==> config.mk <==
export PLATFORM = sky130hd
export DESIGN_NAME = fcq_host
export DESIGN_NICKNAME = d
export VERILOG_FILES = /design/src/design/fcq_pkg.sv /design/src/design/fcq_cycle.sv /design/src/design/fcq_host.sv
export SDC_FILE = /design/constraint.sdc
export NUM_CORES = 1
export LEC_CHECK = 0
export BUFFER_PORTS_ARGS = -buffer_cell sky130_fd_sc_hd__buf_2
export CAP_MARGIN = 20
export CORE_UTILIZATION = 53
export DETAILED_ROUTE_END_ITERATION = 6
export GPL_ROUTABILITY_DRIVEN = 1
export PLACE_DENSITY = 0.77
export RECOVER_POWER = 50
export SLEW_MARGIN = 25
export SYNTH_ARGS = -nofsm -noshare
export SYNTH_HDL_FRONTEND = slang
export SYNTH_SLANG_ARGS = --single-unit
==> constraint.sdc <==
create_clock -name mclk -period 4.1 [get_ports mclk]
set_input_delay 0.205 -clock mclk [delete_from_list [all_inputs] [get_ports mclk]]
set_output_delay 0.205 -clock mclk [all_outputs]
set_load 0.02 [all_outputs]
==> src/design/fcq_pkg.sv <==
package fcq_pkg;

  localparam int AW = 21;
  localparam int DW = 16;

  typedef enum logic [2:0] {
    OP_READ,
    OP_PROGRAM,
    OP_QUERY,
    OP_RESET,
    OP_SEC_ENTER,
    OP_SEC_EXIT,
    OP_SEC_LOCK
  } fcq_op_t;

  typedef enum logic [2:0] {
    SK_WR,
    SK_RD,
    SK_RDY,
    SK_DLY,
    SK_END
  } fcq_kind_t;

  typedef struct packed {
    fcq_kind_t       kind;
    logic [AW-1:0]   addr;
    logic [DW-1:0]   data;
  } fcq_step_t;

  // bus timing, figures in ns, counts at 125 MHz
  localparam int CLK_MHZ     = 125;
  localparam int T_SETUP_NS  = 8;
  localparam int T_WP_NS     = 35;
  localparam int T_ACC_NS    = 70;
  localparam int T_HOLD_NS   = 8;
  localparam int T_GLITCH_NS = 5;
  localparam int SYNC_STAGES = 2;
  localparam logic [3:0] SETUP_CYC  = 4'((T_SETUP_NS * CLK_MHZ + 999) / 1000);
  localparam logic [3:0] WP_CYC     = 4'((T_WP_NS * CLK_MHZ + 999) / 1000);
  localparam logic [3:0] ACC_CYC    = 4'((T_ACC_NS * CLK_MHZ + 999) / 1000 + SYNC_STAGES);
  localparam logic [3:0] HOLD_CYC   = 4'((T_HOLD_NS * CLK_MHZ + 999) / 1000);
  localparam logic [3:0] GLITCH_CYC = 4'((T_GLITCH_NS * CLK_MHZ + 999) / 1000);

  // long waits, figures in us
  localparam int T_PROT_US  = 150;
  localparam int T_PWRUP_US = 50;
  localparam int PROT_CYC   = T_PROT_US * CLK_MHZ;
  localparam int PWRUP_CYC  = T_PWRUP_US * CLK_MHZ;

  // command addresses, word mode
  localparam logic [AW-1:0] ADDR_UNLOCK1   = 21'h000555;
  localparam logic [AW-1:0] ADDR_UNLOCK2   = 21'h0002aa;
  localparam logic [AW-1:0] ADDR_QUERY     = 21'h000055;
  localparam logic [AW-1:0] ADDR_QID_FIRST = 21'h000010;
  localparam logic [AW-1:0] ADDR_PROT      = 21'h000002;
  localparam logic [AW-1:0] ADDR_ZERO      = 21'h000000;

  // command data
  localparam logic [DW-1:0] D_UNLOCK1   = 16'h00aa;
  localparam logic [DW-1:0] D_UNLOCK2   = 16'h0055;
  localparam logic [DW-1:0] D_PROGRAM   = 16'h00a0;
  localparam logic [DW-1:0] D_QUERY     = 16'h0098;
  localparam logic [DW-1:0] D_RESET     = 16'h00f0;
  localparam logic [DW-1:0] D_SEC_ENTER = 16'h0088;
  localparam logic [DW-1:0] D_SEC_EXIT  = 16'h0090;
  localparam logic [DW-1:0] D_SEC_EXIT2 = 16'h0000;
  localparam logic [DW-1:0] D_PROT      = 16'h0060;
  localparam logic [DW-1:0] D_PROT_VFY  = 16'h0040;

  // query table layout within a query sequence, and the verify read index of the lock sequence
  localparam logic [4:0] QRY_RD_FIRST = 5'h02;
  localparam logic [4:0] QRY_RD_LAST  = 5'h18;
  localparam logic [4:0] QRY_EXIT_IDX = 5'h19;
  localparam logic [4:0] LOCK_VFY_IDX = 5'h06;

  localparam logic [DW-1:0] CFI_EXPECT [0:22] = '{
    16'h0051, 16'h0052, 16'h0059, 16'h0002, 16'h0000, 16'h0040, 16'h0000,
    16'h0000, 16'h0000, 16'h0000, 16'h0000, 16'h0027, 16'h0036, 16'h0000,
    16'h0000, 16'h0003, 16'h0000, 16'h0009, 16'h0000, 16'h0005, 16'h0000,
    16'h0004, 16'h0000
  };

endpackage

==> src/design/fcq_cycle.sv <==
`timescale 1ns/1ps
// one timed flash bus cycle, read or write
module fcq_cycle
  import fcq_pkg::*;
(
  input  wire logic                  mclk,
  input  wire logic                  rstn,
  input  wire logic                  start,
  input  wire logic                  write,
  input  wire logic [fcq_pkg::AW-1:0] addr,
  input  wire logic [fcq_pkg::DW-1:0] wdata,
  output logic                       done,
  output logic [fcq_pkg::DW-1:0]     rdata,
  output logic                       flash_ce_n,
  output logic                       flash_we_n,
  output logic                       flash_oe_n,
  output logic [fcq_pkg::AW-1:0]     flash_addr,
  output logic [fcq_pkg::DW-1:0]     flash_dq_o,
  output logic                       flash_dq_oe,
  input  wire logic [fcq_pkg::DW-1:0] flash_dq_i
);
  import fcq_pkg::*;

  typedef enum {C_IDLE, C_SETUP, C_PULSE, C_HOLD} fcq_cst_t;

  fcq_cst_t          cst_q;
  logic [3:0]        cnt_q;
  logic              wr_q;
  logic [DW-1:0]     dq_s1_q;
  logic [DW-1:0]     dq_s2_q;

  always_ff @(posedge mclk or negedge rstn) begin
    if (!rstn) begin
      dq_s1_q <= '0;
      dq_s2_q <= '0;
    end else begin
      dq_s1_q <= flash_dq_i;
      dq_s2_q <= dq_s1_q;
    end
  end

  // oe_n is only lowered for reads and we_n only for writes, never both
  always_ff @(posedge mclk or negedge rstn) begin
    if (!rstn) begin
      cst_q       <= C_IDLE;
      cnt_q       <= '0;
      wr_q        <= 1'b0;
      done        <= 1'b0;
      rdata       <= '0;
      flash_ce_n  <= 1'b1;
      flash_we_n  <= 1'b1;
      flash_oe_n  <= 1'b1;
      flash_addr  <= '0;
      flash_dq_o  <= '0;
      flash_dq_oe <= 1'b0;
    end else begin
      done <= 1'b0;
      unique case (cst_q)
        C_IDLE: begin
          if (start) begin
            flash_addr <= addr;
            flash_ce_n <= 1'b0;
            wr_q       <= write;
            flash_dq_o  <= wdata;
            flash_dq_oe <= write;
            cnt_q      <= SETUP_CYC - 4'h1;
            cst_q      <= C_SETUP;
          end
        end
        C_SETUP: begin
          if (cnt_q == 4'h0) begin
            if (wr_q) begin
              flash_we_n <= 1'b0;
              cnt_q      <= WP_CYC - 4'h1;
            end else begin
              flash_oe_n <= 1'b0;
              cnt_q      <= ACC_CYC - 4'h1;
            end
            cst_q <= C_PULSE;
          end else begin
            cnt_q <= cnt_q - 4'h1;
          end
        end
        C_PULSE: begin
          if (cnt_q == 4'h0) begin
            flash_we_n <= 1'b1;
            flash_oe_n <= 1'b1;
            if (!wr_q) begin
              rdata <= dq_s2_q;
            end
            cnt_q <= HOLD_CYC - 4'h1;
            cst_q <= C_HOLD;
          end else begin
            cnt_q <= cnt_q - 4'h1;
          end
        end
        C_HOLD: begin
          if (cnt_q == 4'h0) begin
            flash_ce_n  <= 1'b1;
            flash_dq_oe <= 1'b0;
            done        <= 1'b1;
            cst_q       <= C_IDLE;
          end else begin
            cnt_q <= cnt_q - 4'h1;
          end
        end
      endcase
    end
  end
endmodule

==> src/design/fcq_host.sv <==
`timescale 1ns/1ps
// Summary of operation
// secure region lockable only once, reads unlimited
// no accelerated or bypass programming in region
// three-cycle enter, then in-system protect algorithm
// exit secure region after lock and verify
// locked region never unlocked nor changed
// unlock cycles precede every program command
// no writes while supply below lockout threshold
// strobes never shorter than glitch filter width
// write only with ce, we low, oe high
// no command writes during power-up interval
// query command 98h written to address 55h
// reset command leaves query mode
// query entry only when device ready
// query also accepted from identification mode
// query string QRY at 10h to 12h
// command set 0002h at 13h, zero 14h
// extended table pointer 0040h at 15h
// zero at 17h through 1Ah
// supply limits 0027h, 0036h; no program-voltage pin
// typical timeouts 0003h, 0009h; others zero
// maximum multipliers 0005h, 0004h; others zero
module fcq_host
  import fcq_pkg::*;
#(
  parameter int PROT_WAIT  = fcq_pkg::PROT_CYC,
  parameter int PWRUP_WAIT = fcq_pkg::PWRUP_CYC
) (
  input  wire logic                   mclk,
  input  wire logic                   rstn,
  input  wire logic                   cmd_valid,
  output logic                        cmd_ready,
  input  wire fcq_pkg::fcq_op_t       cmd_op,
  input  wire logic [fcq_pkg::AW-1:0] cmd_addr,
  input  wire logic [fcq_pkg::DW-1:0] cmd_wdata,
  output logic                        rsp_valid,
  output logic                        rsp_err,
  output logic [fcq_pkg::DW-1:0]      rsp_rdata,
  output logic                        secure_mode,
  output logic                        secure_locked,
  output logic                        flash_ce_n,
  output logic                        flash_we_n,
  output logic                        flash_oe_n,
  output logic                        flash_byte_n,
  output logic                        flash_accel_n,
  output logic [fcq_pkg::AW-1:0]      flash_addr,
  output logic [fcq_pkg::DW-1:0]      flash_dq_o,
  output logic                        flash_dq_oe,
  input  wire logic [fcq_pkg::DW-1:0] flash_dq_i,
  input  wire logic                   flash_ready,
  input  wire logic                   supply_ok
);
  import fcq_pkg::*;

  typedef enum {ST_INIT, ST_IDLE, ST_STEP, ST_CYC, ST_WAIT, ST_DONE} fcq_st_t;
  fcq_st_t        st_q;
  fcq_op_t        op_q;
  logic [4:0]     idx_q;
  logic [19:0]    cnt_q;
  logic [AW-1:0]  addr_q;
  logic [DW-1:0]  wdata_q;
  logic           err_q;
  logic           sec_q;
  logic           locked_q;
  logic [DW-1:0]  last_wdata_q;
  logic           rdy_s1_q, rdy_s2_q;
  logic           sup_s1_q, sup_s2_q;
  fcq_step_t      step;
  logic           cyc_start;
  logic           cyc_write;
  logic           cyc_done;
  logic [DW-1:0]  cyc_rdata;
  logic           take;
  logic           refuse;
  logic           supply_low;
  function automatic fcq_step_t wr(logic [AW-1:0] a, logic [DW-1:0] d);
    return '{SK_WR, a, d};
  endfunction
  // unlock pair shared by the program and secure-region command sequences
  function automatic fcq_step_t unlock(logic [4:0] i);
    return (i == 5'h0) ? wr(ADDR_UNLOCK1, D_UNLOCK1) : wr(ADDR_UNLOCK2, D_UNLOCK2);
  endfunction
  function automatic fcq_step_t step_of(fcq_op_t op, logic [4:0] i, logic [AW-1:0] a,
                                        logic [DW-1:0] d);
    fcq_step_t s;
    s = '{SK_END, ADDR_ZERO, D_SEC_EXIT2};
    unique case (op)
      OP_READ: if (i == 5'h0) s = '{SK_RD, a, D_SEC_EXIT2};
      OP_PROGRAM: begin
        if (i < 5'h2) s = unlock(i);
        else if (i == 5'h2) s = wr(ADDR_UNLOCK1, D_PROGRAM);
        else if (i == 5'h3) s = wr(a, d);
        else if (i == 5'h4) s = '{SK_RDY, ADDR_ZERO, D_SEC_EXIT2};
      end
      OP_QUERY: begin
        if (i == 5'h0) s = '{SK_RDY, ADDR_ZERO, D_SEC_EXIT2};
        else if (i == 5'h1) s = wr(ADDR_QUERY, D_QUERY);
        else if (i <= QRY_RD_LAST)
          s = '{SK_RD, ADDR_QID_FIRST + AW'(i - QRY_RD_FIRST), D_SEC_EXIT2};
        else if (i == QRY_EXIT_IDX) s = wr(ADDR_ZERO, D_RESET);
      end
      OP_RESET: if (i == 5'h0) s = wr(ADDR_ZERO, D_RESET);
      OP_SEC_ENTER: begin
        if (i < 5'h2) s = unlock(i);
        else if (i == 5'h2) s = wr(ADDR_UNLOCK1, D_SEC_ENTER);
      end
      OP_SEC_EXIT: begin
        if (i < 5'h2) s = unlock(i);
        else if (i == 5'h2) s = wr(ADDR_UNLOCK1, D_SEC_EXIT);
        else if (i == 5'h3) s = wr(ADDR_ZERO, D_SEC_EXIT2);
      end
      OP_SEC_LOCK: begin
        if (i < 5'h2) s = unlock(i);
        else if (i == 5'h2) s = wr(ADDR_UNLOCK1, D_SEC_ENTER);
        else if (i == 5'h3) s = wr(ADDR_PROT, D_PROT);
        else if (i == 5'h4) s = '{SK_DLY, ADDR_ZERO, D_SEC_EXIT2};
        else if (i == 5'h5) s = wr(ADDR_PROT, D_PROT_VFY);
        else if (i == LOCK_VFY_IDX) s = '{SK_RD, ADDR_PROT, D_SEC_EXIT2};
        else if (i < 5'h9) s = unlock(i - 5'h7);
        else if (i == 5'h9) s = wr(ADDR_UNLOCK1, D_SEC_EXIT);
        else if (i == 5'ha) s = wr(ADDR_ZERO, D_SEC_EXIT2);
      end
      default: s = '{SK_END, ADDR_ZERO, D_SEC_EXIT2};
    endcase
    return s;
  endfunction
  always_ff @(posedge mclk or negedge rstn) begin
    if (!rstn) begin
      rdy_s1_q <= 1'b0;
      rdy_s2_q <= 1'b0;
      sup_s1_q <= 1'b0;
      sup_s2_q <= 1'b0;
    end else begin
      rdy_s1_q <= flash_ready;
      rdy_s2_q <= rdy_s1_q;
      sup_s1_q <= supply_ok;
      sup_s2_q <= sup_s1_q;
    end
  end
  assign supply_low = !sup_s2_q;
  assign step       = step_of(op_q, idx_q, addr_q, wdata_q);
  assign cmd_ready  = (st_q == ST_IDLE);
  assign take       = cmd_valid && cmd_ready;
  // a region once locked takes neither a second lock nor programs
  assign refuse     = ((cmd_op == OP_SEC_LOCK) && locked_q)
                   || ((cmd_op == OP_PROGRAM) && sec_q && locked_q)
                   || ((cmd_op != OP_READ) && supply_low);
  assign cyc_start  = (st_q == ST_STEP) && (step.kind == SK_WR || step.kind == SK_RD)
                   && !(step.kind == SK_WR && supply_low);
  assign cyc_write  = (step.kind == SK_WR);
  // word mode only; the accelerated path is never used by this host
  assign flash_byte_n  = 1'b1;
  assign flash_accel_n = 1'b1;
  assign secure_mode   = sec_q;
  assign secure_locked = locked_q;
  always_ff @(posedge mclk or negedge rstn) begin
    if (!rstn) begin
      st_q      <= ST_INIT;
      op_q      <= OP_READ;
      idx_q     <= '0;
      cnt_q     <= '0;
      addr_q    <= '0;
      wdata_q   <= '0;
      err_q     <= 1'b0;
      rsp_valid <= 1'b0;
      rsp_err   <= 1'b0;
      rsp_rdata <= '0;
    end else begin
      rsp_valid <= 1'b0;
      unique case (st_q)
        ST_INIT: begin
          // bus stays idle through supply ramp
          if (cnt_q == 20'(PWRUP_WAIT - 1)) st_q <= ST_IDLE;
          else cnt_q <= cnt_q + 20'h1;
        end
        ST_IDLE: begin
          if (take) begin
            op_q    <= cmd_op;
            addr_q  <= cmd_addr;
            wdata_q <= cmd_wdata;
            idx_q   <= '0;
            err_q   <= refuse;
            st_q    <= refuse ? ST_DONE : ST_STEP;
          end
        end
        ST_STEP: begin
          unique case (step.kind)
            SK_WR, SK_RD: begin
              if (cyc_start) st_q <= ST_CYC;
              else begin
                err_q <= 1'b1;
                st_q  <= ST_DONE;
              end
            end
            SK_RDY: if (rdy_s2_q) idx_q <= idx_q + 5'h1;
            SK_DLY: begin
              cnt_q <= 20'(PROT_WAIT - 1);
              st_q  <= ST_WAIT;
            end
            SK_END: st_q <= ST_DONE;
          endcase
        end
        ST_CYC: begin
          if (cyc_done) begin
            if (step.kind == SK_RD) begin
              rsp_rdata <= cyc_rdata;
              if (op_q == OP_QUERY
                  && cyc_rdata != CFI_EXPECT[idx_q - QRY_RD_FIRST]) err_q <= 1'b1;
              if (op_q == OP_SEC_LOCK && !cyc_rdata[0]) err_q <= 1'b1;
            end
            idx_q <= idx_q + 5'h1;
            st_q  <= ST_STEP;
          end
        end
        ST_WAIT: begin
          if (cnt_q == 20'h0) begin
            idx_q <= idx_q + 5'h1;
            st_q  <= ST_STEP;
          end else cnt_q <= cnt_q - 20'h1;
        end
        ST_DONE: begin
          rsp_valid <= 1'b1;
          rsp_err   <= err_q;
          st_q      <= ST_IDLE;
        end
      endcase
    end
  end
  // secure-region state as the host tracks it; reset clears locked_q though the device stays locked
  always_ff @(posedge mclk or negedge rstn) begin
    if (!rstn) begin
      sec_q    <= 1'b0;
      locked_q <= 1'b0;
    end else begin
      if (supply_low) sec_q <= 1'b0;
      else if (cyc_done && cyc_write && last_wdata_q == D_SEC_ENTER
               && op_q != OP_PROGRAM) sec_q <= 1'b1;
      else if (cyc_done && cyc_write && last_wdata_q == D_SEC_EXIT2
               && (op_q == OP_SEC_EXIT || op_q == OP_SEC_LOCK)) sec_q <= 1'b0;
      if (st_q == ST_DONE && op_q == OP_SEC_LOCK && !err_q) locked_q <= 1'b1;
    end
  end
  always_ff @(posedge mclk or negedge rstn) begin
    if (!rstn) last_wdata_q <= '0;
    else if (cyc_start && cyc_write) last_wdata_q <= step.data;
  end
  fcq_cycle u_cycle (
    .mclk(mclk), .rstn(rstn), .start(cyc_start), .write(cyc_write), .addr(step.addr),
    .wdata(step.data), .done(cyc_done), .rdata(cyc_rdata), .flash_ce_n(flash_ce_n),
    .flash_we_n(flash_we_n), .flash_oe_n(flash_oe_n), .flash_addr(flash_addr),
    .flash_dq_o(flash_dq_o), .flash_dq_oe(flash_dq_oe), .flash_dq_i(flash_dq_i));
endmodule

Yosys cells after proc, flatten, opt, wreduce, memory -nomap -nowiden
Memory sizes are Yosys's and may differ from the RTL's.
Cells that the tools add are included.
Word-level totals
  bits in registers: 265
  bits in read-only memories: 512
  input port bits: 61
  output and inout port bits: 64
  word-level logic and storage cells: 242
  memories: 1
Memory list
  (name not given): depth 32, width 16, rd ports 1, clocked after memory_dff 0, wr ports 0, line fcq_host.sv:209  | && cyc_rdata != CFI_EXPECT[idx_q - QRY_RD_FIRST]) err_q <= 1'b1;
Operators by class
  add/sub/neg operators: 8
  order comparisons: 4
  equality and inequality tests: 58
  mux-type cells: 84
  bitwise operators: 2
  reduce and logical (&&, ||, !) cells: 55
Operators with widths (count)
  40-bit two-way mux: 24
  40-bit case mux with 7 select lines: 1
  32-bit two-way mux: 8
  32-bit case mux with 6 select lines: 1
  32-bit by 2-bit equality test with 1-bit output (second input constant): 5
  32-bit case mux with 4 select lines: 1
  32-bit by 3-bit equality test with 1-bit output (second input constant): 3
  32-bit case mux with 3 select lines: 1
  32-bit by 1-bit equality test with 1-bit output (second input constant): 2
  32-bit logical NOT: 2
  20-bit two-way mux: 3
  20-bit case mux with 3 select lines: 1
  27-bit two-way mux: 2
  32-bit by 4-bit equality test with 1-bit output (second input constant): 1
  16-bit two-way mux: 2
  5-bit two-way mux: 5
  2-bit != test (second input constant): 12
  1-bit two-way mux: 21
  20-bit by 1-bit adder with 20-bit output (second input constant): 1
  20-bit by 13-bit equality test with 1-bit output (second input constant): 1
  20-bit logical NOT: 1
  4-bit two-way mux: 5
  5-bit case mux with 4 select lines: 1
  20-bit by 1-bit subtractor with 20-bit output (second input constant): 1
  47 further kinds: 106

Depth between registers and ports, before layout
  depth in word-level cells: 18
  depth in mapped cells: 15
  gate-level depth less buffers: 11

Hierarchy
A second synthesis with hierarchy kept.
Unflattened totals
  cell total of the unflattened synthesis: 960
  area total of the unflattened synthesis: 10711.5 µm²
Modules (own cells, without submodules)
  fcq_host: times used 1, cells an instance 739, area an instance 7150.6 µm², sequential area each 2727.6 µm²
  fcq_cycle: times used 1, cells an instance 221, area an instance 3560.9 µm², sequential area each 2431.1 µm²

Least setup slack after synthesis
No wires, ideal clock.
  kind: register to register
  from: register st_q[1]
  to: register cnt_q[18]
  setup time: 0.121 ns
  arrival: 4.240 ns
  required time: 3.979 ns
  path slack: -0.261 ns
  stages on the path, launching flop included: 12
  path buffers: 1
  clock period less this slack: 4.361 ns
  cell sequence: dfrtp_1 -> clkbuf_1 -> nor3_1 -> ha_1 -> a211oi_1 -> nor2_1 -> o311ai_0 -> o21bai_1 -> a21oi_1 -> o21ai_0 -> xor2_1 -> a22o_1
On the way
  word-level cells in the longest chain between the ends: 3
  elaborated cells between the ends (all ways): 9
  those cells by class: eq/ne (5); mux (1); reduce/logical (3)
Ends and longest elaborated chain
  from (decl): line fcq_host.sv:57  | fcq_st_t st_q;
  from (signal assigned): line fcq_host.sv:184  | st_q <= refuse ? ST_DONE : ST_STEP;
  32-bit by 2-bit equality test with 1-bit output, or another cell as far along: line fcq_host.sv:171  | unique case (st_q)
  2-bit by 1-bit != test with 1-bit output (no source line), or another cell as far along
  4-bit AND reduction (no source line)
  to (signal assigned): line fcq_host.sv:175  | else cnt_q <= cnt_q + 20'h1;
  to (signal assigned): line fcq_host.sv:198  | cnt_q <= 20'(PROT_WAIT - 1);
  to (signal assigned): line fcq_host.sv:220  | end else cnt_q <= cnt_q - 20'h1;
  to (decl): line fcq_host.sv:60  | logic [19:0] cnt_q;
Parallel ways exist; a longest one is shown, timed or not.
A chain may end at the register's enable or synchronous reset.

Final worst setup path
  from: register idx_q[0]
  to: register u_cycle.flash_dq_o[13] (netlist name)
On the way
  word-level cells in the longest chain between the ends: 16
  elaborated cells between the ends (all ways): 46
  those cells by class: order compare (3); eq/ne (10); mux (25); reduce/logical (8)
Ends and longest elaborated chain
  from (decl): line fcq_host.sv:59  | logic [4:0] idx_q;
  from (signal assigned): line fcq_host.sv:196  | SK_RDY: if (rdy_s2_q) idx_q <= idx_q + 5'h1;
  from (signal assigned): line fcq_host.sv:212  | idx_q <= idx_q + 5'h1;
  from (signal assigned): line fcq_host.sv:218  | idx_q <= idx_q + 5'h1;
  5-bit by 4-bit equality test with 1-bit output: line fcq_host.sv:122  | else if (i == 5'ha) s = wr(ADDR_ZERO, D_SEC_EXIT2);
  40-bit two-way mux: line fcq_host.sv:122
  40-bit two-way mux: line fcq_host.sv:121  | else if (i == 5'h9) s = wr(ADDR_UNLOCK1, D_SEC_EXIT);
  40-bit two-way mux: line fcq_host.sv:120  | else if (i < 5'h9) s = unlock(i - 5'h7);
  40-bit two-way mux: line fcq_host.sv:119  | else if (i == LOCK_VFY_IDX) s = '{SK_RD, ADDR_PROT, D_SEC_EXIT2};
  40-bit two-way mux: line fcq_host.sv:118  | else if (i == 5'h5) s = wr(ADDR_PROT, D_PROT_VFY);
  40-bit two-way mux: line fcq_host.sv:117  | else if (i == 5'h4) s = '{SK_DLY, ADDR_ZERO, D_SEC_EXIT2};
  40-bit two-way mux: line fcq_host.sv:116  | else if (i == 5'h3) s = wr(ADDR_PROT, D_PROT);
  40-bit two-way mux: line fcq_host.sv:115  | else if (i == 5'h2) s = wr(ADDR_UNLOCK1, D_SEC_ENTER);
  40-bit two-way mux: line fcq_host.sv:114  | if (i < 5'h2) s = unlock(i);
  40-bit case mux with 7 select lines *: line fcq_host.sv:88  | unique case (op)
  3-bit by 1-bit equality test with 1-bit output or 3-bit logical NOT (tied branches): line fcq_host.sv:149, fcq_host.sv:150
  1-bit logical OR or 1-bit logical AND (tied branches): line fcq_host.sv:149, fcq_host.sv:150
  1-bit logical AND or 1-bit logical NOT (tied branches): line fcq_host.sv:149, fcq_host.sv:150
  1-bit logical AND: line fcq_host.sv:150  | && !(step.kind == SK_WR && supply_low);
  2-bit AND reduction (no source line)
  to (signal assigned): line fcq_cycle.sv:64  | flash_dq_o <= wdata;
  to (decl): line fcq_cycle.sv:18  | output logic [fcq_pkg::DW-1:0] flash_dq_o,
Every way passes the cells marked *; elsewhere a longest branch is shown, timed or not.

==> flow_summary_export.csv <==
group,metric,value,unit
status,status,"finished, violations left",
status,violations,"capacitance limit, slew limit",
drt,wl_met2,11.4,mm
clocking,h-tree-depth,1,
drt,vias_per_cell,5.85,
timing,clock.fmax,274,MHz
clocking,cts_setup_buffers,0,
drt,top_layer,"met4",
floorplanning,coreArea,0.0188,mm^2
timing,final-max-slew-violation-count,107,
global_routing,antenna_found_initial,0,
placement,gp_congestion,0.912,
clocking,cts_made_buffers,21,
synthesis,synth_top_area_cell,"dfrtp_1",
final_layout,antenna_cells,0,
floorplanning,start_util,0.543,
final_layout,ff_latch_area,0.00516,mm^2
setup_path,startpoint_type,"flop",
clocking,tritoncts,"yes",
setup_path,slowest_delay,0.54,ns
final_layout,nets,1244,
clocking,clk_pin_slew_worst_paths,0.07,ns
power_and_ir_drop,leakage,0.00547,uW
setup_path,worst_r2r_path_depth,11,
global_routing,grt_start_max_net_pins,108,
power_and_ir_drop,pwr-share-comb,0.432,
synthesis,syn_area,0.0102,mm^2
floorplanning,dieWidth,141,um
min_path,min_path_type,"in -> reg",
drt,dr.pass1.iters,5,
final_layout,multi_input_area,0.00471,mm^2
setup_path,cp.required,4.49,ns
drt,drt-total-wl,24.9,mm
clocking,root_buffer,"clkbuf_16",
synthesis,syn_inst,974,
final_layout,drive_above_1_share,0.190,
power_and_ir_drop,clkPwrFrac,0.209,
clocking,clock_latency,0.50,ns
final_layout,fillerInstances,1471,
global_routing,track_usage,0.259,
clocking,clk_path_buf_depth,3,
synthesis,synthFlopType,"dfrtp_1",
timing,rsz0062_at_grt,"no",
setup_path,crit_type,"reg -> reg",
synthesis,ys_warn_count,0,
floorplanning,die-area,0.0198,mm^2
power_and_ir_drop,p_seq_frac,0.359,
power_and_ir_drop,p_switching,3740,uW
floorplanning,dieHeight,141,um
drt,met1_length,11.2,mm
drt,drc,0,
setup_path,timing.critical_path.mode_cell,"buf_4",
synthesis,synth.yosys.seq_area_share,0.506,
setup_path,worstPathCellList,"inv_1 > ha_1 > or4b_4 > or4_4 > o311ai_4 > o2111ai_4 > buf_4 > nor2_4 > buf_4 > nand3_1 > o21ai_0",
timing,post-route-period-util,0.891,
final_layout,syn2layout_area_growth,20.4,%
setup_path,cp-end-kind,"flop",
synthesis,synth-edff-count,0,
run,cap_violations,1,
synthesis,synth_area_per_cell,10.5,um^2
power_and_ir_drop,switching_share,0.404,
floorplanning,ios,125,
timing,fin_crit,3.65,ns
power_and_ir_drop,intPower,5520,uW
synthesis,yosysTopAreaCellShare,0.498,
floorplanning,rows,50,
global_routing,grt_pass1_wl,41.1,mm
drt,drtIter0Drc,640,
synthesis,ys_types,75,
setup_path,crit_slowest_cell,"or4b_4",
setup_path,arrival,4.04,ns
power_and_ir_drop,pwr_density_cell,754,mW/mm^2
timing,hold_slack,0.334,ns
min_path,holdPathStages,2,
power_and_ir_drop,vdd_ir_drop_max,405,uV
global_routing,grt_pass1_vias,8093,
timing,slew_headroom,-0.757,
placement,portBuffers,122,
drt,met3_length,1.45,mm
synthesis,yosys-top-cells-count,"203 x dfrtp_1, 88 x nand2_1, 88 x nor2_1",
timing,setup_viol,0,
timing,tightest_slew,2.64,ns
timing,finClkSkew,0.0218,ns
drt,num_vias,8167,
synthesis,ys_async_sr_fraction,1.00,
clocking,clock-sinks,206,
synthesis,yosys-top-cells-area,"dfrtp_1 50%, mux2_2 8.3%, ha_1 4.0%, a21oi_1 3.8%, nand2_1 3.2%",
synthesis,yosys.cell_count.top_type,"dfrtp_1",
drt,antenna_left,0,
global_routing,grt-ovfl-total,0,
synthesis,ys_ff_latch,206,
placement,dp_hpwl,16.6,mm
drt,wl_per_cell,17.8,um
setup_path,crit_fanout,20,
timing,timing.final.hold_violations,0,
timing,tns,0,ns
[cells by family (layout without fill, tap and decap cells)]
group,Yosys count,in the layout,share of synthesized area
AO/OA/AOI/OAI,240,240,0.153
adder cells (fa/ha/maj),34,34,0.0425
XOR/XNOR,26,26,0.0223
flip-flops,206,206,0.506
multiplexers,94,94,0.105
other,1,2,0.000368
AND/OR/NAND/NOR,295,295,0.137
buffers and inverters,78,266,0.0341
[sequential cells by signal, indices dropped and copies added (netlist names), 2 cells and up]
register            cells
u_cycle.flash_addr     21
u_cycle.flash_dq_o     16
last_wdata_q           16
st_q                    3
u_cycle.cst_q           2
wdata_q                16
cnt_q                  20
u_cycle.cnt_q           4
u_cycle.rdata          16
op_q                    3
u_cycle.dq_s2_q        16
idx_q                   5
addr_q                 21
u_cycle.dq_s1_q        16
rsp_rdata              16
[final cells by class]
type	instances	share of cell area
sequential	206	0.420
clock inverter	6	0.00530
tap	234	0.0239
timing repair buffer	199	0.106
inverter	30	0.00917
multi-input combinational	691	0.383
clock buffer	31	0.0524
[cells in the final DEF, fill, tap and decap left out, types with 8 or more instances in the layout]
cell type / Yosys / layout
a211oi_1: 12 / 12
a21oi_1: 78 / 78
buf_2: 8 / 59
buf_4: 6 / 15
clkbuf_1: 31 / 64
clkbuf_16: 0 / 21
clkbuf_8: 0 / 8
dfrtp_1: 203 / 203
dlygate4sd3_1: 0 / 59
ha_1: 33 / 33
inv_1: 30 / 30
mux2_1: 10 / 10
mux2_2: 75 / 75
nand2_1: 88 / 88
nand2b_1: 13 / 13
nand3_1: 30 / 30
nor2_1: 88 / 88
nor2b_1: 11 / 11
nor3_1: 14 / 13
nor4_1: 10 / 10
o21ai_0: 43 / 43
o21ai_1: 21 / 21
xnor2_1: 16 / 16
xor2_1: 10 / 10
[layer usage]
metal,track usage,up-vias
met2,0.409,289
met3,0.0408,62
li1,-,3825
met4,0.0932,0
met5,0,-
met1,0.364,3991
[worst max-delay path, delay by kind of cell (launching register included)]
| kind | cells | cell delay [ns] |
|---|---|---|
| flops | 1 | 0.53 |
| simple gates | 4 | 1.52 |
| fa+ha+maj | 1 | 0.41 |
| compound gates | 3 | 0.35 |
| buf+inv | 3 | 0.71 |
[power by group through the flow]
stage          Combinational, uW  Sequential, uW  Clock [uW]
3_3_place_gp                3830            3300           0
5_1_grt                     4440            3410        2040
2_1_floorplan               2830            3300           0
3_5_place_dp                3940            3320           0
4_1_cts                     4010            3300        1960
6_report                    4000            3330        1930
[worst paths after layout]
path                                      from  slack (ns)                      to
hold reg to reg            u_cycle.dq_s1_q[12]        0.34     u_cycle.dq_s2_q[12]
max in group asynchronous                 rstn        1.48   u_cycle.flash_addr[1]
setup reg to reg                      idx_q[0]        0.45  u_cycle.flash_dq_o[13]
min in group asynchronous                 rstn        1.04               cnt_q[18]
hold / removal                   flash_dq_i[9]        0.33      u_cycle.dq_s1_q[9]
setup / recovery                      idx_q[0]        0.45  u_cycle.flash_dq_o[13]
[metrics by stage]
| stage | instances | instance area [um^2] | power (uW) | utilization | worst slack [ns] |
|---|---|---|---|---|---|
| after floorplan | 975 | 10200 | 6130 | - | 0.422 |
| final | 1397 | 12300 | 9260 | 0.654 | 0.449 |
| after global placement | 1300 | 11000 | 7130 | 0.588 | 0.627 |
| after CTS | 1397 | 12400 | 9270 | 0.659 | 0.502 |
| after global routing | 1397 | 12300 | 9890 | 0.654 | 0.233 |
| after detailed placement | 1301 | 11100 | 7260 | 0.589 | 0.538 |
[repair_timing]
item                      in CTS  in global routing
hold buffers                  59                  0
gates resized for setup        0                  0
hold endpoints to repair     163                  0
No activity file was read; power rests on OpenSTA's default activity.
